--- src/shared/rollback_cfg_pkg.sv ---
package rollback_cfg_pkg;

  // =========================================================
  // packet bytes and codes
  localparam logic [7:0] CMD_START_BYTE   = 8'h01;
  localparam logic [7:0] REPLY_START_BYTE = 8'h81;
  localparam logic [7:0] END_BYTE         = 8'h03;
  localparam logic [7:0] CMD_SET          = 8'h4C;
  localparam logic [7:0] CMD_REQ          = 8'h4D;
  localparam logic [7:0] ERR_FLAG         = 8'h80;
  localparam logic [7:0] LEN_HIGH         = 8'h00;
  localparam logic [7:0] LEN_SET          = 8'h05;
  localparam logic [7:0] LEN_REQ          = 8'h01;
  localparam logic [7:0] LEN_STATUS       = 8'h0A;
  localparam logic [7:0] LEN_NONE         = 8'h00;
  localparam logic [7:0] LEN_FALLBACK     = 8'h01;
  localparam logic [7:0] LEN_PAYLOAD_MAX  = 8'h04;
  localparam logic [3:0] TX_STATUS_BYTES  = 4'hF;
  localparam logic [3:0] TX_CFG_BYTES     = 4'hA;

  // =========================================================
  // status codes
  localparam logic [7:0] STS_OK     = 8'h00;
  localparam logic [7:0] STS_PACKET = 8'h01;
  localparam logic [7:0] STS_SUM    = 8'h02;
  localparam logic [7:0] STS_ACCEPT = 8'h03;
  localparam logic [7:0] STS_SECURE = 8'h04;
  localparam logic [7:0] STS_FLASH  = 8'h05;
  localparam logic [31:0] UNUSED_CODE = 32'hFFFF_FFFF;

  // =========================================================
  // configuration storage
  localparam logic [31:0] CFG_ADDR  = 32'h2703_03C0;
  localparam logic [31:0] CFG_RESET = 32'hFFFF_FFFF;
  localparam int BOOT_LOCK_BIT = 5;
  localparam int NS_LOCK_LSB   = 1;
  localparam int S_LOCK_BIT    = 0;
  localparam int NS_SEL_LSB    = 16;
  localparam logic [1:0] AUTH_MIN = 2'h2;

  // =========================================================
  // register map and interrupt bits
  localparam logic [7:0] REG_IRQ_STS = 8'h00;
  localparam logic [7:0] REG_IRQ_MSK = 8'h04;
  localparam logic [7:0] REG_CFG     = 8'h08;
  localparam logic [7:0] REG_LAST    = 8'h0C;
  localparam int IRQ_OK    = 0;
  localparam int IRQ_ERR   = 1;
  localparam int IRQ_FLASH = 2;
  localparam logic [2:0] IRQ_RESET = 3'h0;

  typedef enum logic [3:0] {
    ST_HUNT  = 4'h0,
    ST_LNH   = 4'h1,
    ST_LNL   = 4'h2,
    ST_DATA  = 4'h3,
    ST_SUM   = 4'h4,
    ST_END   = 4'h5,
    ST_CHECK = 4'h6,
    ST_FLASH = 4'h7,
    ST_TX    = 4'h8
  } state_e;

endpackage

--- src/design/rollback_cfg_cmd_handler.sv ---
// Added by the designer: the Avalon-MM interface to the registers and the placing of the registers.
`timescale 1ns/1ps
// Functional notes
// host sends set command: 01, 00 05, 4C, four bytes, sum, 03
// first received config byte lands at lowest storage address
// good write replies 81, 00 0A, 4C, 00, unused details and address
// failure replies 81, 00 0A, CC, one status, details, address; the code sends the command with bit 7 set, so CD for a request
// bytes other than the start byte are dropped while hunting
// missing end byte gives packet error
// wrong checksum gives checksum error
// length not generic or not command length gives packet error
// lifecycle refusal gives acceptance error, only after framing passes
// auth level zero or one gives secure error, nothing written
// flash write starts only after all checks pass
// flash fault replies flash error with flash status and address
// framing and acceptance errors carry the unused code twice
// first config byte: boot lock bit5, ns locks 4:1, s lock bit0
// host requests config: 01, 00 01, 4D, sum, 03
// request answered 81, 00 05, 4D, four bytes lowest first
// checksum makes byte sum from length high onward zero
module rollback_cfg_cmd_handler
(
  input  wire logic                   sys_clk,
  input  wire logic                   rst,
  input  wire logic [7:0]             rx_data,
  input  wire logic                   rx_valid,
  output logic                        rx_ready,
  output logic [7:0]                  tx_data,
  output logic                        tx_valid,
  input  wire logic                   tx_ready,
  input  wire logic                   lifecycle_set_ok,
  input  wire logic                   lifecycle_req_ok,
  input  wire logic [1:0]             auth_level,
  output logic                        flash_req,
  output logic [31:0]                 flash_addr,
  output logic [31:0]                 flash_wdata,
  input  wire logic                   flash_done,
  input  wire logic                   flash_err,
  input  wire logic [31:0]            flash_status,
  input  wire logic [31:0]            flash_fail_addr,
  output logic                        boot_counter_lock,
  output logic [3:0]                  nonsecure_counter_locks,
  output logic                        secure_counter_lock,
  output logic [1:0]                  nonsecure_counter_select,
  input  wire logic [7:0]             avs_address,
  input  wire logic                   avs_read,
  input  wire logic                   avs_write,
  input  wire logic [31:0]            avs_writedata,
  output logic [31:0]                 avs_readdata,
  output logic                        avs_waitrequest,
  output logic                        irq
);
  import rollback_cfg_pkg::*;

  typedef struct packed {
    state_e        st;
    logic [7:0]    len;
    logic [7:0]    idx;
    logic          gen_ok;
    logic [7:0]    cmd;
    logic [7:0]    sum;
    logic [31:0]   pay;
    logic          etx_ok;
    logic [31:0]   cfg;
    logic [119:0]  txb;
    logic [3:0]    txn;
    logic          fl_req;
    logic [2:0]    sts;
    logic [2:0]    msk;
    logic [7:0]    last;
    logic          ack;
    logic [31:0]   rdata;
  } core_s;

  core_s s_r;
  core_s s_nxt;

  // =========================================================
  // helpers
  function automatic logic [7:0] cmd_len(input logic [7:0] c);
    cmd_len = (c == CMD_SET) ? LEN_SET :
              (c == CMD_REQ) ? LEN_REQ : LEN_NONE;
  endfunction

  // negated byte sum over a zero padded body
  function automatic logic [7:0] neg_sum(input logic [95:0] b);
    logic [7:0] acc;
    acc = 8'h00;
    for (int i = 0; i < 12; i++)
    begin
      acc = 8'(acc + b[8*i +: 8]);
    end
    neg_sum = 8'(~acc + 8'h01);
  endfunction

  // status frame, first byte on the wire in the low bits
  function automatic logic [119:0] sts_frame(
    input logic [7:0]  res,
    input logic [7:0]  code,
    input logic [31:0] det,
    input logic [31:0] adr
  );
    logic [95:0] b;
    b = {adr[7:0], adr[15:8], adr[23:16], adr[31:24],
         det[7:0], det[15:8], det[23:16], det[31:24],
         code, res, LEN_STATUS, LEN_HIGH};
    sts_frame = {END_BYTE, neg_sum(b), b, REPLY_START_BYTE};
  endfunction

  function automatic logic [119:0] cfg_frame(input logic [31:0] d);
    logic [55:0] b;
    b = {d, CMD_REQ, LEN_SET, LEN_HIGH};
    cfg_frame = {40'h00_0000_0000, END_BYTE,
                 neg_sum({40'h00_0000_0000, b}), b, REPLY_START_BYTE};
  endfunction

  logic       rx_take;
  logic [1:0] pay_pos;
  logic       len_ok;
  logic       allowed;
  logic [2:0] ev;
  logic       bus_go;

  assign rx_take = rx_valid && rx_ready;
  assign pay_pos = 2'(s_r.idx - 8'h01);
  assign len_ok  = s_r.len == cmd_len(s_r.cmd);
  assign allowed = (s_r.cmd == CMD_SET) ? lifecycle_set_ok
                                        : lifecycle_req_ok;
  assign bus_go  = (avs_read || avs_write) && !s_r.ack;

  // =========================================================
  // next state
  // receive only while framing, so replies and flash stall the link
  always_comb
  begin
    s_nxt = s_r;
    ev = 3'h0;
    unique case (s_r.st)
      ST_HUNT:
      begin
        if (rx_take && rx_data == CMD_START_BYTE)
        begin
          s_nxt.st = ST_LNH;
        end
      end
      ST_LNH:
      begin
        if (rx_take)
        begin
          s_nxt.gen_ok = rx_data == LEN_HIGH;
          s_nxt.sum = rx_data;
          s_nxt.st = ST_LNL;
        end
      end
      ST_LNL:
      begin
        if (rx_take)
        begin
          // a bad length still frames one byte so the reply can go out
          s_nxt.gen_ok = s_r.gen_ok && rx_data != LEN_NONE;
          s_nxt.len = s_nxt.gen_ok ? rx_data : LEN_FALLBACK;
          s_nxt.sum = 8'(s_r.sum + rx_data);
          s_nxt.idx = 8'h00;
          s_nxt.st = ST_DATA;
        end
      end
      ST_DATA:
      begin
        if (rx_take)
        begin
          s_nxt.sum = 8'(s_r.sum + rx_data);
          if (s_r.idx == 8'h00)
          begin
            s_nxt.cmd = rx_data;
          end
          else if (s_r.idx <= LEN_PAYLOAD_MAX)
          begin
            s_nxt.pay[{pay_pos, 3'b000} +: 8] = rx_data;
          end
          s_nxt.idx = 8'(s_r.idx + 8'h01);
          if (s_nxt.idx == s_r.len)
          begin
            s_nxt.st = ST_SUM;
          end
        end
      end
      ST_SUM:
      begin
        if (rx_take)
        begin
          s_nxt.sum = 8'(s_r.sum + rx_data);
          s_nxt.st = ST_END;
        end
      end
      ST_END:
      begin
        if (rx_take)
        begin
          s_nxt.etx_ok = rx_data == END_BYTE;
          s_nxt.st = ST_CHECK;
        end
      end
      ST_CHECK:
      begin
        // only the first failing check is reported
        s_nxt.st = ST_TX;
        s_nxt.txn = TX_STATUS_BYTES;
        s_nxt.last = STS_OK;
        if (!s_r.etx_ok)
        begin
          s_nxt.last = STS_PACKET;
        end
        else if (s_r.sum != 8'h00)
        begin
          s_nxt.last = STS_SUM;
        end
        else if (!s_r.gen_ok || !len_ok)
        begin
          s_nxt.last = STS_PACKET;
        end
        else if (!allowed)
        begin
          s_nxt.last = STS_ACCEPT;
        end
        else if (auth_level < AUTH_MIN)
        begin
          s_nxt.last = STS_SECURE;
        end
        else if (s_r.cmd == CMD_SET)
        begin
          s_nxt.st = ST_FLASH;
          s_nxt.fl_req = 1'b1;
        end
        else
        begin
          s_nxt.txb = cfg_frame(s_r.cfg);
          s_nxt.txn = TX_CFG_BYTES;
          ev[IRQ_OK] = 1'b1;
        end
        if (s_nxt.last != STS_OK)
        begin
          s_nxt.txb = sts_frame(s_r.cmd | ERR_FLAG, s_nxt.last,
                                UNUSED_CODE, UNUSED_CODE);
          ev[IRQ_ERR] = 1'b1;
        end
      end
      ST_FLASH:
      begin
        if (flash_done)
        begin
          s_nxt.fl_req = 1'b0;
          s_nxt.st = ST_TX;
          s_nxt.txn = TX_STATUS_BYTES;
          if (flash_err)
          begin
            s_nxt.last = STS_FLASH;
            s_nxt.txb = sts_frame(CMD_SET | ERR_FLAG, STS_FLASH,
                                  flash_status, flash_fail_addr);
            ev[IRQ_ERR] = 1'b1;
            ev[IRQ_FLASH] = 1'b1;
          end
          else
          begin
            s_nxt.cfg = s_r.pay;
            s_nxt.txb = sts_frame(CMD_SET, STS_OK,
                                  UNUSED_CODE, UNUSED_CODE);
            ev[IRQ_OK] = 1'b1;
          end
        end
      end
      ST_TX:
      begin
        if (tx_ready)
        begin
          s_nxt.txb = s_r.txb >> 8;
          s_nxt.txn = 4'(s_r.txn - 4'h1);
          if (s_r.txn == 4'h1)
          begin
            s_nxt.st = ST_HUNT;
          end
        end
      end
    endcase

    // register slave: one wait cycle, then the answer
    s_nxt.ack = bus_go;
    if (bus_go)
    begin
      unique case (avs_address)
        REG_IRQ_STS: s_nxt.rdata = {29'h0, s_r.sts};
        REG_IRQ_MSK: s_nxt.rdata = {29'h0, s_r.msk};
        REG_CFG:     s_nxt.rdata = s_r.cfg;
        REG_LAST:    s_nxt.rdata = {24'h00_0000, s_r.last};
        default:     s_nxt.rdata = 32'h0000_0000;
      endcase
    end
    // set wins over a write-one clear in the same cycle
    s_nxt.sts = s_r.sts | ev;
    if (s_r.ack && avs_write)
    begin
      if (avs_address == REG_IRQ_STS)
      begin
        s_nxt.sts = (s_r.sts & ~avs_writedata[2:0]) | ev;
      end
      if (avs_address == REG_IRQ_MSK)
      begin
        s_nxt.msk = avs_writedata[2:0];
      end
    end
  end

  // =========================================================
  // state register
  always_ff @(posedge sys_clk or posedge rst)
  begin
    if (rst)
    begin
      s_r <= '{st: ST_HUNT, cfg: CFG_RESET, sts: IRQ_RESET,
               msk: IRQ_RESET, default: '0};
    end
    else
    begin
      s_r <= s_nxt;
    end
  end

  // =========================================================
  // outputs
  assign rx_ready = s_r.st inside {ST_HUNT, ST_LNH, ST_LNL, ST_DATA,
                                   ST_SUM, ST_END};
  assign tx_valid = s_r.st == ST_TX;
  assign tx_data = s_r.txb[7:0];
  assign flash_req = s_r.fl_req;
  assign flash_addr = CFG_ADDR;
  assign flash_wdata = s_r.pay;
  assign boot_counter_lock = s_r.cfg[BOOT_LOCK_BIT];
  assign nonsecure_counter_locks = s_r.cfg[NS_LOCK_LSB +: 4];
  assign secure_counter_lock = s_r.cfg[S_LOCK_BIT];
  assign nonsecure_counter_select = s_r.cfg[NS_SEL_LSB +: 2];
  assign avs_readdata = s_r.rdata;
  assign avs_waitrequest = (avs_read || avs_write) && !s_r.ack;
  assign irq = |(s_r.sts & s_r.msk);
endmodule

--- config.mk ---
export PLATFORM = sky130hd
export DESIGN_NAME = rollback_cfg_cmd_handler
export DESIGN_NICKNAME = d
export VERILOG_FILES = /design/src/shared/rollback_cfg_pkg.sv /design/src/design/rollback_cfg_cmd_handler.sv
export SDC_FILE = /design/constraint.sdc
export NUM_CORES = 1
export LEC_CHECK = 0
export BUFFER_PORTS_ARGS = -buffer_cell sky130_fd_sc_hd__buf_2
export CAP_MARGIN = 10
export CORE_UTILIZATION = 58
export DETAILED_ROUTE_END_ITERATION = 8
export PLACE_DENSITY_LB_ADDON = 0.25
export SLEW_MARGIN = 20
export SYNTH_ARGS = -nofsm -noshare
export SYNTH_HDL_FRONTEND = slang
export SYNTH_SLANG_ARGS = --single-unit
--- constraint.sdc ---
create_clock -name sys_clk -period 11.31 [get_ports sys_clk]
set_input_delay 1.131 -clock sys_clk [delete_from_list [all_inputs] [get_ports sys_clk]]
set_output_delay 1.131 -clock sys_clk [all_outputs]
set_load 0.005 [all_outputs]
==> run summary <==
Outcome - finished, violations left
Violated checks - design-rule violations
First-pass GRT wire length - 66.02 mm
Maximum number of pins on one net before global-route repair - 129
DRT Wirelength - 42.01 mm
Die height - 168.2 µm
Worst Reg2Reg Path Length in Cells - 16
Die area - 28300 µm²
Most frequent cells in the layout - sky130_fd_sc_hd__dfrtp_1 (230), sky130_fd_sc_hd__nand2_1 (186), sky130_fd_sc_hd__buf_2 (178), sky130_fd_sc_hd__nor2_1 (127), sky130_fd_sc_hd__inv_1 (120)
Endpoint of the most critical register-to-register path - s_r[162]
Vias after detailed routing - 12450
Clock Tree Buf Depth - 3
Clock group share of total power - 0.183
HPWL after detailed placement - 29.74 mm
P_sw - 2.070 mW
Avg Vias per Cell - 5.997
Summed negative setup slack over all endpoints - 0 ns
Fraction of the yosys area taken by sequential cells - 0.4115
Yosys warns - 0
Library cell used as clock root buffer - sky130_fd_sc_hd__clkbuf_16
Placement Rows - 60
RePlAce Congestion - 0.9135
Antenna Nets Post-Route - 0
Count of final max-slew check failures - 0
Share of cells above drive strength 1 - 0.1937
Library cells used by synthesis - 67
Source of the critical timing path - flash_status[2]
Antenna violations before repair - 0
Total global routing overflow - 0
Core occupancy in the finished layout - 0.6397
Maximum clock frequency - 196.8 MHz
Sw Share - 0.4164
Number of flops mapped to enable cells by yosys - 0
Sequential Power Share - 0.305
Path category of the worst min-delay check - reg -> reg
Combinational group share of total power - 0.512
Maximum ir drop on the vdd rail - 0.3054 mV
Required @ worst endpoint - 11.74 ns
IO buf count - 178
H-Tree Level Count - 1
GRT Overall Usage - 0.2994
Final Hold Slack - 0.4644 ns
Worst Setup Slack, final - 6.228 ns
Final standard cell count with taps included and fillers excluded - 2076
Number of standard cells after synthesis - 1679
Signal arrival time at the worst endpoint - 5.51 ns
Static Leak - 8.104 nW
Startpoint kind of the worst setup timing path - input port
Kind of capture point of the worst setup path - register
Max-slew headroom - 0.2834
Placed cells - 2025
Vias in the first global route - 11930
Shortest period the worst path allows - 5.082 ns
Wirelength per Cell - 20.23 µm
Core Area - 27030 µm²
Clock slew at reported path FFs - 0.06 ns
Diodes inserted - 0
Worst-case hold path end point - tx_data[6]
DRC errors left - 6
Ratio of total power to cell area - 287.5 nW/µm²
Max capacitance violation total - 0
Share of the clock period used by the worst path after layout - 0.4493
Hold_sp - tx_data[6]
Biggest fanout along the worst timing path - 2
Ports - 241
Synthesis-to-layout area growth - 7.852%
Clock tree from TritonCTS - done
Post-place setup slack - 5.715 ns
Transition at the pin with the smallest max-transition slack - 1.069 ns
Combined area of all synthesized cells - 16030 µm²
Number of resized instances in the post-cts repair step - 0
Die width - 168.2 µm
Number of synthesized register bits - 262
Number of setup buffers added after CTS - 0
Most common library cell in the layout ignoring fill and taps - sky130_fd_sc_hd__dfrtp_1
Skew-Pair Late Insertion Delay - 0.56 ns
Mean area per synthesized cell - 9.547 µm²
Unrepaired setup endpoints after global routing - false
Instance count along the most critical hold path - 2
# nets final - 1943
Startpoint of the most critical register-to-register path - s_r[250]
Final-layout fill cell count - 2267
Top FF cell, synth - sky130_fd_sc_hd__dfrtp_1
Starting Density - 0.5931
Number of iterations in the first detailed-routing pass - 9
Internal power - 2.901 mW
Number of DRC violations after detailed-routing iteration 0 - 1435
Hold_buf cts - 0
Worst Skew - 0.02661 ns
Fraction of registers with async set or reset after synthesis - 1.000
Placed Instance Area - 16370 µm²
Setup slack on the worst flop-to-flop path - 6.41 ns
Number of clock sinks seen by CTS - 262
Setup Crit Path Kind - in -> reg
CTS buffer count - 28
Count of endpoints failing setup in the final report - 0
Final non-filler cell area - 17290 µm²
Total power after layout - 4.970 mW
Final number of hold-violating endpoints - 0
synthesized netlist by cell type, drive strengths merged, types with 6 or more instances:
| cell | n | area share |
|---|---|---|
| fa | 54 | 0.067 |
| xor2 | 19 | 0.010 |
| a2111oi | 8 | 0.0044 |
| nor4 | 6 | 0.0023 |
| nor3 | 14 | 0.0047 |
| nand4 | 6 | 0.0027 |
| inv | 122 | 0.029 |
| ha | 51 | 0.040 |
| nor2b | 9 | 0.0035 |
| dfrtp | 230 | 0.36 |
| a22o | 40 | 0.022 |
| a221oi | 55 | 0.039 |
| nand2b | 52 | 0.020 |
| a222oi | 19 | 0.012 |
| o31ai | 6 | 0.0028 |
| a22oi | 16 | 0.0075 |
| nand2 | 186 | 0.044 |
| nand3 | 33 | 0.010 |
| a21oi | 100 | 0.031 |
| o21ai | 87 | 0.027 |
| buf | 140 | 0.059 |
| dfstp | 32 | 0.052 |
| a31oi | 43 | 0.017 |
| mux2 | 24 | 0.017 |
| and3 | 6 | 0.0023 |
| a21o | 7 | 0.0033 |
| xnor2 | 37 | 0.020 |
| nor2 | 130 | 0.031 |
| clkbuf | 78 | 0.018 |
| or3 | 7 | 0.0027 |
metal layers:
layer  routed length [µm]  vias to the layer above  track usage  part of all wire
li1                     -                     5734            -                 -
met5                    0                        -            0                 0
met2                20030                      518       0.4824              0.48
met3                 2928                       89      0.04466             0.070
met4                 1312                        0       0.1012             0.031
met1                17730                     6108       0.4161              0.42
flip-flops by register name, indices dropped and copies added (netlist names):
register and cells:
boot_counter_lock 1, s_r 181, avs_readdata 32, nonsecure_counter_locks 4
flash_req 1, flash_wdata 32, tx_data 8, secure_counter_lock 1
nonsecure_counter_select 2
power groups by stage:
| stage | registers [mW] | logic (mW) | clock network [mW] |
|---|---|---|---|
| 2_1_floorplan | 1.40 | 2.05 | 0 |
| 3_3_place_gp | 1.51 | 2.45 | 0 |
| 3_5_place_dp | 1.52 | 2.51 | 0 |
| 4_1_cts | 1.51 | 2.54 | 0.927 |
| 5_1_grt | 1.55 | 2.86 | 0.957 |
| 6_report | 1.52 | 2.54 | 0.912 |
area by class of cell:
class	count	area, µm²	share of cell area
repair buffers	193	1003	0.05804
clock buffers	38	808.3	0.04675
well taps	341	426.7	0.02468
clock inverters	13	112.6	0.006514
multi-input cells	1107	7873	0.4554
inverters	122	467.9	0.02707
flip-flops and latches	262	6596	0.3816
critical path: stages:
cell and delay [ns]:
sky130_fd_sc_hd__buf_2 0.07, sky130_fd_sc_hd__inv_1 0.06, sky130_fd_sc_hd__fa_1 0.54, sky130_fd_sc_hd__inv_1 0.06, sky130_fd_sc_hd__fa_1 0.50, sky130_fd_sc_hd__fa_1 0.55, sky130_fd_sc_hd__inv_1 0.07, sky130_fd_sc_hd__fa_1 0.53
sky130_fd_sc_hd__inv_1 0.05, sky130_fd_sc_hd__ha_1 0.22, sky130_fd_sc_hd__fa_1 0.41, sky130_fd_sc_hd__a21o_1 0.18, sky130_fd_sc_hd__a21oi_1 0.20, sky130_fd_sc_hd__xor2_1 0.29, sky130_fd_sc_hd__nand3_1 0.14, sky130_fd_sc_hd__xnor2_1 0.24
sky130_fd_sc_hd__a21oi_1 0.10, sky130_fd_sc_hd__nand2b_1 0.18
logic make-up (layout without fill, tap and decap cells):
kind of cell	Yosys count	count (layout)	synth area share
simple gates	476	476	0.1371
buf+inv	340	366	0.1063
other cells	2	32	0.0004685
fa+ha+maj	105	105	0.1073
flops	262	262	0.4115
compound gates	402	402	0.1762
xor+xnor	61	61	0.03762
mux	31	31	0.02357
worst max path at each step:
stage	slack [ns]	to
after floorplan	3.02	avs_readdata[0]
after global placement	5.84	s_r[163]
after detailed placement	5.72	s_r[163]
after CTS	6.25	s_r[163]
after global routing	5.96	s_r[163]
final	6.23	s_r[163]
Note: power is estimated with default switching activity, not from simulation.
